File: src/cbs_params.svh
// Purpose: constants for the control bus, sync and ready pin block
// Assumes: internal clock i_core_clk at 40 MHz
// Notes:   offsets are register addresses on the five-bit control address bus
`ifndef CBS_PARAMS_SVH
`define CBS_PARAMS_SVH

`define CBS_ADDR_SYNC_MODE    5'h00
`define CBS_ADDR_DEC_MODE     5'h01
`define CBS_ADDR_OUT_CTRL     5'h08
`define CBS_ADDR_STATUS       5'h0e

`define CBS_SYNC_MODE_RST     8'h65
`define CBS_DEC_MODE_RST      8'h00
`define CBS_OUT_CTRL_RST      8'h00

// sync mode register fields
`define CBS_SM_OUT_LSB        4
`define CBS_SM_USE_OS_BIT     6
`define CBS_SM_ONE_SHOT_BIT   7
// decimation mode register fields
`define CBS_DM_READY_POLARITY_BIT_BIT    2
`define CBS_DM_RDY_WIDTH_BIT  3
`define CBS_DM_LINK_BIT       4
// output control register field
`define CBS_OC_DRIVE_BIT      0

`define CBS_RDY_SHORT_CYC     5'h04
`define CBS_RDY_LONG_CYC      5'h10
`define CBS_SO_DELAY_CYC      3

`endif

File: src/cbs_pkg.sv
// Purpose: shared types for the control bus block
// Assumes: nothing
// Notes:   sync sources follow the two-bit sync mode encoding
package cbs_pkg;
  typedef enum logic [1:0] {
    CBS_SYNC_NEVER,
    CBS_SYNC_INPUT,
    CBS_SYNC_COUNT,
    CBS_SYNC_ALWAYS
  } cbs_sync_src_e;
endpackage

File: src/cbs_timebase_if.sv
// Purpose: carries the sampling timebase tick between modules
// Assumes: one clock domain
// Notes:   tick marks a rising sampling timebase edge
`timescale 1ns/1ps
`default_nettype none
interface cbs_timebase_if;
  logic tick;
  logic phase;
  modport src (output tick, output phase);
  modport dst (input tick, input phase);
endinterface
`default_nettype wire

File: src/cbs_sync3.sv
// Purpose: three-stage input synchroniser with agreement filter
// Assumes: input is asynchronous to i_core_clk
// Notes:   output changes once stages two and three agree
`timescale 1ns/1ps
`default_nettype none
module cbs_sync3 #(
  parameter int          W   = 1,
  parameter logic [W-1:0] RST = '0
) (
  input  wire logic         i_core_clk,
  input  wire logic         i_reset,
  input  wire logic [W-1:0] i_async,
  output logic      [W-1:0] o_sync
);
  logic [W-1:0] s1_r;
  logic [W-1:0] s2_r;
  logic [W-1:0] s3_r;

  always_ff @(posedge i_core_clk) begin
    if (i_reset) begin
      s1_r   <= RST;
      s2_r   <= RST;
      s3_r   <= RST;
      o_sync <= RST;
    end else begin
      s1_r <= i_async;
      s2_r <= s1_r;
      s3_r <= s2_r;
      for (int i = 0; i < W; i++) begin
        if (s2_r[i] == s3_r[i]) begin
          o_sync[i] <= s2_r[i];
        end
      end
    end
  end
endmodule // cbs_sync3
`default_nettype wire

File: src/cbs_timebase.sv
// Purpose: clock source selection and sampling timebase edge detection
// Assumes: timebase pins arrive already synchronised
// Notes:   in normal mode the internal rate is twice the timebase, so
//          every timebase half period gives one phase pulse
`timescale 1ns/1ps
`default_nettype none
module cbs_timebase (
  input  wire logic   i_core_clk,
  input  wire logic   i_reset,
  input  wire logic   i_timing_source_select,
  input  wire logic   i_sampling_timebase,
  input  wire logic   i_double_rate_timebase,
  cbs_timebase_if.src tb
);
  logic tb_prev_r;
  logic dr_prev_r;

  always_ff @(posedge i_core_clk) begin
    if (i_reset) begin
      tb_prev_r <= 1'b0;
      dr_prev_r <= 1'b0;
    end else begin
      tb_prev_r <= i_sampling_timebase;
      dr_prev_r <= i_double_rate_timebase;
    end
  end

  assign tb.tick  = i_sampling_timebase & ~tb_prev_r;
  // alternate mode steps on double rate; normal mode doubles timebase
  assign tb.phase = i_timing_source_select ?
                    (i_double_rate_timebase & ~dr_prev_r) :
                    (i_sampling_timebase ^ tb_prev_r);
endmodule // cbs_timebase
`default_nettype wire

File: src/cbs_ctrl_port.sv
// Purpose: control register port, ready/ack pin and sync pins
// Assumes: host strobes are asynchronous and held several core clocks
// Notes:   registers sit on the five-bit control address bus
`timescale 1ns/1ps
`default_nettype none
`include "cbs_params.svh"
module cbs_ctrl_port import cbs_pkg::*; (
  input  wire logic       i_core_clk,
  input  wire logic       i_reset,
  input  wire logic       i_chip_sel_n,
  input  wire logic       i_read_n,
  input  wire logic       i_write_n,
  input  wire logic [4:0] i_addr,
  input  wire logic [7:0] i_data,
  output logic      [7:0] o_data,
  output logic            o_data_oe,
  input  wire logic       i_sampling_timebase,
  input  wire logic       i_double_rate_timebase,
  input  wire logic       i_timing_source_select,
  input  wire logic       i_output_sample_period,
  input  wire logic       i_counter_terminal_pulse,
  input  wire logic [3:0] i_chan_data,
  input  wire logic       i_sync_n,
  input  wire logic       i_ready_ack,
  output logic            o_ready_ack,
  output logic            o_ready_ack_oe,
  output logic            o_link_ack_handshake,
  output logic            o_sync_n,
  output logic            o_sync_event,
  output logic [3:0]      o_chan_sample
);
  // ****************************************
  // input synchronisers
  // ****************************************
  logic [16:0] pins_s;
  logic        cs_n_s;
  logic        rd_n_s;
  logic        wr_n_s;
  logic [4:0]  addr_s;
  logic [7:0]  din_s;
  logic [3:0]  tb_s;
  logic [3:0]  chan_s;
  logic        si_n_s;
  logic        ack_s;

  cbs_sync3 #(.W(17), .RST(17'h1c000)) u_sync_bus (
    .i_core_clk (i_core_clk),
    .i_reset    (i_reset),
    .i_async    ({i_chip_sel_n, i_read_n, i_write_n, i_addr, i_data, i_ready_ack}),
    .o_sync     (pins_s)
  );
  cbs_sync3 #(.W(4), .RST(4'h0)) u_sync_chan (
    .i_core_clk (i_core_clk),
    .i_reset    (i_reset),
    .i_async    (i_chan_data),
    .o_sync     (chan_s)
  );
  cbs_sync3 #(.W(4), .RST(4'h8)) u_sync_tb (
    .i_core_clk (i_core_clk),
    .i_reset    (i_reset),
    .i_async    ({i_sync_n, i_sampling_timebase, i_double_rate_timebase,
                  i_timing_source_select}),
    .o_sync     (tb_s)
  );
  assign {cs_n_s, rd_n_s, wr_n_s, addr_s, din_s, ack_s} = pins_s;
  assign si_n_s = tb_s[3];

  cbs_timebase_if tbi ();
  cbs_timebase u_tb (
    .i_core_clk             (i_core_clk),
    .i_reset                (i_reset),
    .i_timing_source_select (tb_s[0]),
    .i_sampling_timebase    (tb_s[2]),
    .i_double_rate_timebase (tb_s[1]),
    .tb                     (tbi)
  );

  // ****************************************
  // control registers
  // ****************************************
  logic [7:0] sync_mode_r;
  logic [7:0] dec_mode_r;
  logic [7:0] out_ctrl_r;
  logic       wr_n_d_r;
  logic       wr_go;
  logic       one_shot_pend_r;
  logic       one_shot_r;

  // strobes count only with select low
  assign wr_go = ~cs_n_s & ~wr_n_s & wr_n_d_r;

  always_ff @(posedge i_core_clk) begin
    if (i_reset) begin
      wr_n_d_r <= 1'b1;
    end else begin
      wr_n_d_r <= wr_n_s | cs_n_s;
    end
  end

  always_ff @(posedge i_core_clk) begin
    if (i_reset) begin
      sync_mode_r <= `CBS_SYNC_MODE_RST;
      dec_mode_r  <= `CBS_DEC_MODE_RST;
      out_ctrl_r  <= `CBS_OUT_CTRL_RST;
    end else begin
      if (wr_go && addr_s == `CBS_ADDR_SYNC_MODE) begin
        sync_mode_r <= din_s;
      end else if (wr_go && addr_s == `CBS_ADDR_DEC_MODE) begin
        dec_mode_r <= din_s;
      end else if (wr_go && addr_s == `CBS_ADDR_OUT_CTRL) begin
        out_ctrl_r <= din_s;
      end
    end
  end

  // one shot fires on a rising write of the strobe bit; bit must clear to rearm
  always_ff @(posedge i_core_clk) begin
    if (i_reset) begin
      one_shot_pend_r <= 1'b0;
      one_shot_r      <= 1'b0;
    end else begin
      if (wr_go && addr_s == `CBS_ADDR_SYNC_MODE && din_s[`CBS_SM_ONE_SHOT_BIT] &&
          !sync_mode_r[`CBS_SM_ONE_SHOT_BIT]) begin
        one_shot_pend_r <= 1'b1;
      end else if (tbi.tick) begin
        one_shot_pend_r <= 1'b0;
      end
      if (tbi.tick) begin
        one_shot_r <= one_shot_pend_r;
      end
    end
  end

  // ****************************************
  // read path
  // ****************************************
  logic [7:0] rd_mux;
  logic [7:0] status;
  logic       link_mode;
  logic       drive_en;

  assign link_mode = dec_mode_r[`CBS_DM_LINK_BIT];
  assign drive_en  = out_ctrl_r[`CBS_OC_DRIVE_BIT];
  assign status    = {2'h0, ~si_n_s, ack_s, chan_s};

  always_comb begin
    if (addr_s == `CBS_ADDR_SYNC_MODE) begin
      rd_mux = sync_mode_r;
    end else if (addr_s == `CBS_ADDR_DEC_MODE) begin
      rd_mux = dec_mode_r;
    end else if (addr_s == `CBS_ADDR_OUT_CTRL) begin
      rd_mux = out_ctrl_r;
    end else if (addr_s == `CBS_ADDR_STATUS) begin
      rd_mux = status;
    end else begin
      rd_mux = 8'h00;
    end
  end

  always_ff @(posedge i_core_clk) begin
    if (i_reset) begin
      o_data    <= 8'h00;
      o_data_oe <= 1'b0;
    end else begin
      o_data <= rd_mux;
      // drive only on read cycle; release otherwise
      o_data_oe <= ~cs_n_s & ~rd_n_s & wr_n_s;
    end
  end

  // ****************************************
  // sampling on the timebase edge
  // ****************************************
  logic [2:0] si_pipe_r;
  logic       si_act_r;

  always_ff @(posedge i_core_clk) begin
    if (i_reset) begin
      o_chan_sample <= 4'h0;
    end else if (tbi.tick) begin
      o_chan_sample <= chan_s;
    end
  end

  always_ff @(posedge i_core_clk) begin
    if (i_reset) begin
      si_act_r <= 1'b0;
    end else if (tbi.tick) begin
      si_act_r <= ~si_n_s;
    end
  end

  // event marks the tick itself, so it is registered in the same clock that loads si_act_r
  always_ff @(posedge i_core_clk) begin
    if (i_reset) begin
      o_sync_event <= 1'b0;
    end else begin
      o_sync_event <= tbi.tick & ~si_n_s;
    end
  end

  always_ff @(posedge i_core_clk) begin
    if (i_reset) begin
      si_pipe_r <= 3'h0;
    end else if (tbi.tick) begin
      si_pipe_r <= {si_pipe_r[1:0], si_act_r};
    end
  end

  // ****************************************
  // sync output
  // ****************************************
  // input register, pipe taps and the pin flop together make up the delay
  localparam int SO_TAP = `CBS_SO_DELAY_CYC - 2;
  logic so_sel;
  cbs_sync_src_e so_src;

  assign so_src = cbs_sync_src_e'(sync_mode_r[`CBS_SM_OUT_LSB +: 2]);

  always_comb begin
    case (so_src)
      CBS_SYNC_NEVER:  so_sel = 1'b0;
      CBS_SYNC_INPUT:  so_sel = si_pipe_r[SO_TAP];
      CBS_SYNC_COUNT:  so_sel = sync_mode_r[`CBS_SM_USE_OS_BIT] ? one_shot_r :
                                i_counter_terminal_pulse;
      default:         so_sel = 1'b1;
    endcase
  end

  always_ff @(posedge i_core_clk) begin
    if (i_reset) begin
      o_sync_n <= 1'b1;
    end else if (tbi.tick) begin
      o_sync_n <= ~so_sel;
    end
  end

  // ****************************************
  // ready / acknowledge pin
  // ****************************************
  logic [4:0] rdy_cnt_r;
  logic [4:0] rdy_len;

  assign rdy_len = dec_mode_r[`CBS_DM_RDY_WIDTH_BIT] ? `CBS_RDY_LONG_CYC : `CBS_RDY_SHORT_CYC;

  always_ff @(posedge i_core_clk) begin
    if (i_reset) begin
      rdy_cnt_r <= 5'h00;
    end else if (i_output_sample_period && !link_mode) begin
      rdy_cnt_r <= rdy_len;
    end else if (rdy_cnt_r != 5'h00 && tbi.phase) begin
      rdy_cnt_r <= rdy_cnt_r - 5'h01;
    end
  end

  always_ff @(posedge i_core_clk) begin
    if (i_reset) begin
      o_ready_ack <= 1'b0;
    end else begin
      o_ready_ack <= (rdy_cnt_r != 5'h00) ^ dec_mode_r[`CBS_DM_READY_POLARITY_BIT_BIT];
    end
  end

  always_ff @(posedge i_core_clk) begin
    if (i_reset) begin
      o_ready_ack_oe <= 1'b0;
    end else begin
      // released until drive bit; input in link mode
      // link set first, else pin drives
      o_ready_ack_oe <= drive_en & ~link_mode;
    end
  end

  always_ff @(posedge i_core_clk) begin
    if (i_reset) begin
      o_link_ack_handshake <= 1'b0;
    end else begin
      o_link_ack_handshake <= link_mode & ack_s;
    end
  end
endmodule // cbs_ctrl_port
`default_nettype wire

File: config.mk
export PLATFORM = sky130hd
export DESIGN_NAME = cbs_ctrl_port
export DESIGN_NICKNAME = d
export VERILOG_FILES = /design/src/cbs_pkg.sv /design/src/cbs_timebase_if.sv /design/src/cbs_sync3.sv /design/src/cbs_timebase.sv /design/src/cbs_ctrl_port.sv
export VERILOG_INCLUDE_DIRS = /design/src
export SDC_FILE = /design/constraint.sdc
export NUM_CORES = 1
export LEC_CHECK = 0
export BUFFER_PORTS_ARGS = -buffer_cell sky130_fd_sc_hd__buf_2
export CAP_MARGIN = 20
export CORE_ASPECT_RATIO = 0.8
export CORE_MARGIN = 2
export CORE_UTILIZATION = 62
export CTS_CLUSTER_SIZE = 20
export DETAILED_ROUTE_END_ITERATION = 6
export HOLD_SLACK_MARGIN = 0.15
export PLACE_DENSITY = 0.83
export SETUP_SLACK_MARGIN = 0.2
export SKIP_CTS_REPAIR_TIMING = 1
export SLEW_MARGIN = 20
export SYNTH_ARGS = -nofsm -noshare
export SYNTH_HDL_FRONTEND = slang
export SYNTH_SLANG_ARGS = --single-unit
File: constraint.sdc
create_clock -name i_core_clk -period 3.49 [get_ports i_core_clk]
set_input_delay 0 -clock i_core_clk [delete_from_list [all_inputs] [get_ports i_core_clk]]
set_output_delay 0 -clock i_core_clk [all_outputs]
set_load 0.01 [all_outputs]
==> impl_metrics.py, run 1 <==
metrics = {
    "clock_tree": {
        "cts_buffers": 17,
        "cts_buffer_depth": 2,
        "clock_latency_ps": 520,
        "htree_levels": 4,
        "cts.sinks": 155,
        "cts_root_buffer": "clkbuf_8",
        "path_clk_slew_ps": 60,
        "tritoncts": "built",
    },
    "sta": {
        "finalCritPeriodShare_pct": 55.0,
        "finalCriticalPeriod_ps": 1920,
        "finalHoldViolations": 0,
        "timing.max_slew.rel_slack_pct": 42.7,
        "finalSetupTns_ps": 0,
        "rsz0062_at_grt": "no",
        "fin_hold_ws_ps": 133,
        "drv_slew": 0,
        "fmax_mhz": 521,
        "finalSetupViolCount": 0,
        "clock_skew_ps": 7.02,
        "max_slew.worst_pin.slew_ps": 859,
    },
    "power_and_ir_drop": {
        "p_int_uw": 2850,
        "pwr-share-seq_pct": 50.7,
        "swShare_pct": 20.9,
        "power_density_mw_per_mm2": 576,
        "leakage_uw": 0.00244,
        "pwr-share-clk_pct": 46.0,
        "vdd_ir_drop_max_mv": 0.385,
        "p_switching_uw": 753,
        "p_comb_share_pct": 3.4,
    },
    "place": {
        "dp_hpwl_um": 5840,
        "portBuffers": 46,
        "gp_congestion": 0.843,
    },
    "global_route": {
        "grt_pass1_vias": 3434,
        "antenna_found_initial": 0,
        "grtUsageTotal_pct": 22.6,
        "grt_first_pass_wirelength_um": 15700,
        "grt_max_degree": 95,
        "gr-total-overflow": 0,
    },
    "yosys": {
        "ys_warn_count": 0,
        "synth.largest_area_cell": "dfxtp_1",
        "ys_async_sr_fraction_pct": 0,
        "ys.flop_type": "dfxtp_1",
        "synth-edff-count": 0,
        "synth_seq_cells": 155,
        "synth_area_leaders": "dfxtp_1, nor2b_1, a21oi_1",
        "yosysTopAreaCellShare_pct": 60.6,
        "synth.distinct_cells": 42,
        "syn_area_mm2": 0.00512,
        "yosysSeqAreaShare_pct": 60.6,
        "synth_nets": 544,
        "syn_inst": 513,
        "syn_avg_cell_area_um2": 9.98,
    },
    "floorplanning": {
        "dieHeight_um": 85.3,
        "die_area_mm2": 0.00900,
        "initial_core_util_pct": 64.1,
        "num_rows": 29,
        "core_mm2": 0.00798,
        "ios": 47,
        "die_width_um": 106,
    },
    "worst_setup_path": {
        "critPathLaunchType": "flop",
        "cp_data_required_time_ps": 3920,
        "critPathMaxFanout": 16,
        "r2r_cells": 4,
        "cp_data_arrival_time_ps": 2350,
        "crit_path_end_kind": "flop",
        "critPathKind": "flop to flop",
    },
    "worst_hold_path": {
        "whs_path_depth": 4,
        "hold_path_class": "primary input to flop",
    },
    "drt": {
        "drt_iter0_drc": 234,
        "via_per_inst": 5.24,
        "drc_errors": 4,
        "firstDrtPassIters": 7,
        "wl_per_cell_um": 13.8,
        "ant_nets": 0,
        "vias": 3710,
        "wirelength_um": 9770,
    },
    "status": {
        "outcome": "finished, violations left",
        "violations": "DRC",
    },
    "layout": {
        "num_antenna_cells": 0,
        "final_common_cell": "dfxtp_1",
        "syn_to_final_growth_pct": 22.3,
        "final_cell_mix": "dfxtp_1, nor2b_1, nand2_1",
        "fin_nets": 620,
        "drive_gt1_share_pct": 16.5,
        "nFillCells": 522,
    },
    "run": {
        "cap_violations": 0,
    },
}
==> through the flow <==
step,worst slack [ps],power (uW),cell area [um^2],instances,util (%)
2_1_floorplan,2030,1920,5120,513,-
3_3_place_gp,1790,1950,5390,645,67.6
3_5_place_dp,1660,1960,5390,645,67.6
4_1_cts,1610,3600,5930,675,74.3
5_1_grt,1420,3720,6260,708,78.4
6_report,1570,3610,6260,708,78.4
==> final timing paths <==
path | from | endpoint | slack (ps)
max | u_sync_bus.o_sync[9] | o_data[0] | 1570
min | i_counter_terminal_pulse | o_sync_n | 130
max reg2reg | u_sync_bus.o_sync[9] | o_data[0] | 1570
min reg2reg | u_sync_tb.s1_r[3] | u_sync_tb.s2_r[3] | 400
==> synthesized netlist by cell type, drive strengths merged, types with 2 or more instances <==
cell type / count
dfxtp: 155
nor2b: 67
nand2: 53
a21oi: 48
nor2: 36
o21ai: 24
clkbuf: 16
nor3: 15
mux2i: 12
nand2b: 12
or2: 12
nand3: 11
buf: 9
inv: 6
a222oi: 5
o21bai: 4
nor3b: 3
a22oi: 2
and3b: 2
ha: 2
nor4b: 2
o211ai: 2
xor2: 2
==> power by group through the flow <==
stage                     Combinational [uW]  Sequential (uW)  Clock (uW)
after floorplan                         62.7             1860           0
after detailed placement                92.9             1860           0
after global routing                     136             1830        1760
after CTS                               93.3             1830        1680
final                                    122             1830        1660
after global placement                  90.1             1860           0
==> per-layer routing <==
metal / share of wire [%] / vias to the layer above / track usage, % / wire length [um]
met5: 0 / - / 0 / 0
met1: 44 / 1728 / 28.5 / 4270
li1: - / 1860 / - / -
met3: 4.7 / 19 / 7.37 / 459
met4: 1.8 / 0 / 9.69 / 179
met2: 50 / 103 / 36.1 / 4870
==> worst max-delay path, cell delays in order, from the launching register on <==
cell and delay, ps:
dfxtp_1 470, nor3_2 320, and3b_1 590, a222oi_1 240, nor3_1 220
==> registers in the layout, indices dropped and copies added (netlist names), 2 cells and up <==
register	count
u_sync_chan.s2_r	4
dec_mode_r	8
u_sync_bus.o_sync	17
rdy_cnt_r	5
u_sync_bus.s1_r	17
u_sync_tb.s3_r	4
o_data	8
u_sync_chan.s1_r	4
u_sync_chan.o_sync	4
si_pipe_r	2
u_sync_tb.s2_r	4
u_sync_tb.o_sync	4
out_ctrl_r	8
sync_mode_r	8
u_sync_chan.s3_r	4
u_sync_tb.s1_r	4
u_sync_bus.s3_r	17
o_chan_sample	4
u_sync_bus.s2_r	17
==> logic make-up (layout without fill, tap and decap cells) <==
logic type / count (synthesis) / in the layout / share of synthesized area (%)
AO/OA/AOI/OAI: 89 / 89 / 10.2
XOR/XNOR: 3 / 3 / 0.513
adder cells (fa/ha/maj): 2 / 2 / 0.489
buffers and inverters: 31 / 118 / 2.71
flip-flops: 155 / 155 / 60.6
multiplexers: 13 / 13 / 2.57
AND/OR/NAND/NOR: 220 / 220 / 22.9
==> area by class of cell <==
type	instances	area, um^2	area share, %
Sequential cell	155	3100	49.6
Clock inverter	10	93.8	1.50
Clock buffer	20	445	7.11
Tap cell	108	135	2.16
Timing Repair Buffer	82	586	9.35
Multi-Input combinational cell	327	1880	30.0
Inverter	6	22.5	0.360
(Power assumes the default switching activity.)
==> inputs of run 2 (changes only) <==
- ABC_AREA: unset -> 1
- CORE_UTILIZATION: 62 -> 58
- PLACE_DENSITY: 0.83 -> 0.78
- clock period: 3.49 -> 1.9 ns (I/O delays scaled with it)
==> impl_metrics.py, run 2 <==
metrics = {
    "global_route": {
        "grt_first_pass_wirelength_um": 17600,
        "grtUsageTotal_pct": 22.2,
        "met1_usage_pct": 28.5,
        "busiest_layer": "met2",
        "grt_max_degree": 98,
        "use_met3_pct": 7.48,
        "antenna_found_initial": 0,
        "gr-total-overflow": 0,
        "grtUsageMet2_pct": 34.2,
        "grt_pass1_vias": 3924,
    },
    "layout": {
        "fin_nets": 760,
        "final_cell_count_no_fill": 855,
        "syn_to_final_growth_pct": 23.6,
        "nFillCells": 670,
        "drive_gt1_share_pct": 15.0,
        "final_cell_mix": "dfxtp_1, nor2_1, inv_1",
        "final_common_cell": "dfxtp_1",
        "num_antenna_cells": 0,
    },
    "place": {
        "gp_congestion": 0.955,
        "portBuffers": 46,
        "dp_cells": 788,
        "pre_cts_slack_ps": 407,
        "dp_hpwl_um": 6880,
    },
    "floorplanning": {
        "core_mm2": 0.00900,
        "die_area_mm2": 0.0100,
        "initial_core_util_pct": 59.3,
        "dieHeight_um": 89.8,
        "ios": 47,
        "num_rows": 31,
        "die_width_um": 111,
    },
    "worst_setup_path": {
        "path_buf_inv": 1,
        "r2r_cells": 6,
        "worst-path-stages": 6,
        "critPathLaunchType": "flop",
        "critPathMaxFanout": 15,
        "cp_data_arrival_time_ps": 1800,
        "rrSetupSlack_ps": 400,
        "critPathKind": "flop to flop",
        "cp_data_required_time_ps": 2200,
        "critPathMaxStageDelay_ps": 390,
        "slowest_stage": "dfxtp_1",
        "crit_path_end_kind": "flop",
        "r2r-start": "u_sync_bus.o_sync[10]",
        "crit_family": "simple AND/OR/NAND/NOR gates",
        "path_cells": "nor2_4, nand3_4, nor2_4, inv_1, nor2_1, nor2_1",
        "r2r_end": "out_ctrl_r[6]",
    },
    "sta": {
        "setup_slack_ps": 401,
        "timing.max_slew.rel_slack_pct": 69.5,
        "fin_hold_ws_ps": 299,
        "finalCriticalPeriod_ps": 1500,
        "finalHoldViolations": 0,
        "drv_slew": 0,
        "rsz0062_at_grt": "no",
        "finalSetupTns_ps": 0,
        "finalSetupViolCount": 0,
        "max_slew.worst_pin.slew_ps": 457,
        "fmax_mhz": 667,
        "clock_skew_ps": 5.25,
        "finalCritPeriodShare_pct": 78.9,
    },
    "yosys": {
        "ys_warn_count": 0,
        "yosysTopAreaCellShare_pct": 58.1,
        "synth_area_leaders": "dfxtp_1, nor2_1, inv_1",
        "syn_inst": 644,
        "synth.most_common_cell": "dfxtp_1",
        "syn_avg_cell_area_um2": 8.29,
        "synth_seq_cells": 155,
        "yosysSeqAreaShare_pct": 58.1,
        "synth.largest_area_cell": "dfxtp_1",
        "ys.flop_type": "dfxtp_1",
        "synth_nets": 675,
        "ys_async_sr_fraction_pct": 0,
        "syn_area_mm2": 0.00534,
        "netlist_top_cells_count": "dfxtp_1, nor2_1, inv_1, o21ai_0, a21oi_1",
        "synth.distinct_cells": 28,
        "synth-edff-count": 0,
    },
    "drt": {
        "via_per_inst": 4.97,
        "drc_errors": 0,
        "wl_per_cell_um": 12.7,
        "wirelength_um": 10800,
        "drt_iter0_drc": 307,
        "firstDrtPassIters": 5,
        "ant_nets": 0,
        "vias": 4246,
    },
    "power_and_ir_drop": {
        "leakage_uw": 0.00291,
        "power_density_mw_per_mm2": 1030,
        "vdd_ir_drop_max_mv": 0.826,
    },
    "clock_tree": {
        "cts.sinks": 155,
        "cts_buffers": 17,
        "clock_latency_ps": 410,
        "tritoncts": "built",
        "path_clk_slew_ps": 60,
        "cts_root_buffer": "clkbuf_16",
        "htree_levels": 4,
        "cts_buffer_depth": 2,
    },
    "run": {
        "cap_violations": 0,
    },
    "worst_hold_path": {
        "hold_path_class": "primary input to flop",
        "min_from": "i_chip_sel_n",
        "whs_path_depth": 3,
        "hold_end": "u_sync_bus.s1_r[16]",
    },
    "status": {
        "outcome": "finished, final reports clean",
    },
}
==> run 2: changes by cell type in the layout (fill, tap and decap cells not counted), sizes merged, moves of 10 or more <==
cell	change
nor3	-14
nor2b	-67
nor2	+117
nand4	+10
mux2i	-12
inv	+102
o21ai	+35
nand2b	-12
==> run 2: worst min-delay path, cell delays in order <==
cell and delay [ps]:
dlygate4sd3_1 520, buf_2 90, or2_2 80
==> run 2: worst max path at each step <==
stage / startpoint / to
2_1_floorplan: u_sync_tb.o_sync[2] / o_sync_n
3_3_place_gp: u_sync_bus.o_sync[10] / out_ctrl_r[7]
3_5_place_dp: u_sync_bus.o_sync[10] / out_ctrl_r[6]
4_1_cts: u_sync_bus.o_sync[10] / out_ctrl_r[6]
5_1_grt: u_sync_bus.o_sync[10] / out_ctrl_r[6]
6_report: u_sync_bus.o_sync[10] / out_ctrl_r[6]
==> run 2: cell type report <==
| class | count | area, um^2 | area share (%) |
|---|---|---|---|
| timing repair buffer | 87 | 656 | 9.93 |
| clock buffer | 18 | 439 | 6.65 |
| multi-input combinational | 359 | 1720 | 26.1 |
| tap | 115 | 144 | 2.18 |
| clock inverter | 12 | 125 | 1.90 |
| sequential | 155 | 3100 | 47.0 |
| inverter | 109 | 412 | 6.24 |
==> run 2: where the power goes <==
part / internal, uW / switching [uW] / leakage [uW] / total, uW
Clock: 1940 / 1240 / 0.000274 / 3180
Sequential: 3330 / 30.6 / 0.00126 / 3360
Combinational: 127 / 132 / 0.00137 / 259
==> run 2: per-layer routing <==
metal  share of wire, %  vias up
met5                  0        -
met3                5.6       22
met1                 45     1939
met4                2.0        0
li1                   -     2169
met2                 48      116
==> run 2: kinds of logic (layout without fill, tap and decap cells) <==
kind of cell / Yosys count / after routing / share of synthesized area, %
simple gates: 244 / 244 / 20.8
buf+inv: 130 / 226 / 9.65
flops: 155 / 155 / 58.1
fa+ha+maj: 2 / 2 / 0.469
compound gates: 113 / 113 / 11.0
==> run 2: through the flow <==
step           total power (uW)  util (%)  cell area (um^2)
2_1_floorplan              3550         -              5340
3_3_place_gp               3620      63.0              5670
3_5_place_dp               3630      63.0              5670
4_1_cts                    6800      69.2              6230
5_1_grt                    7030      73.3              6600
6_report                   6800      73.3              6600
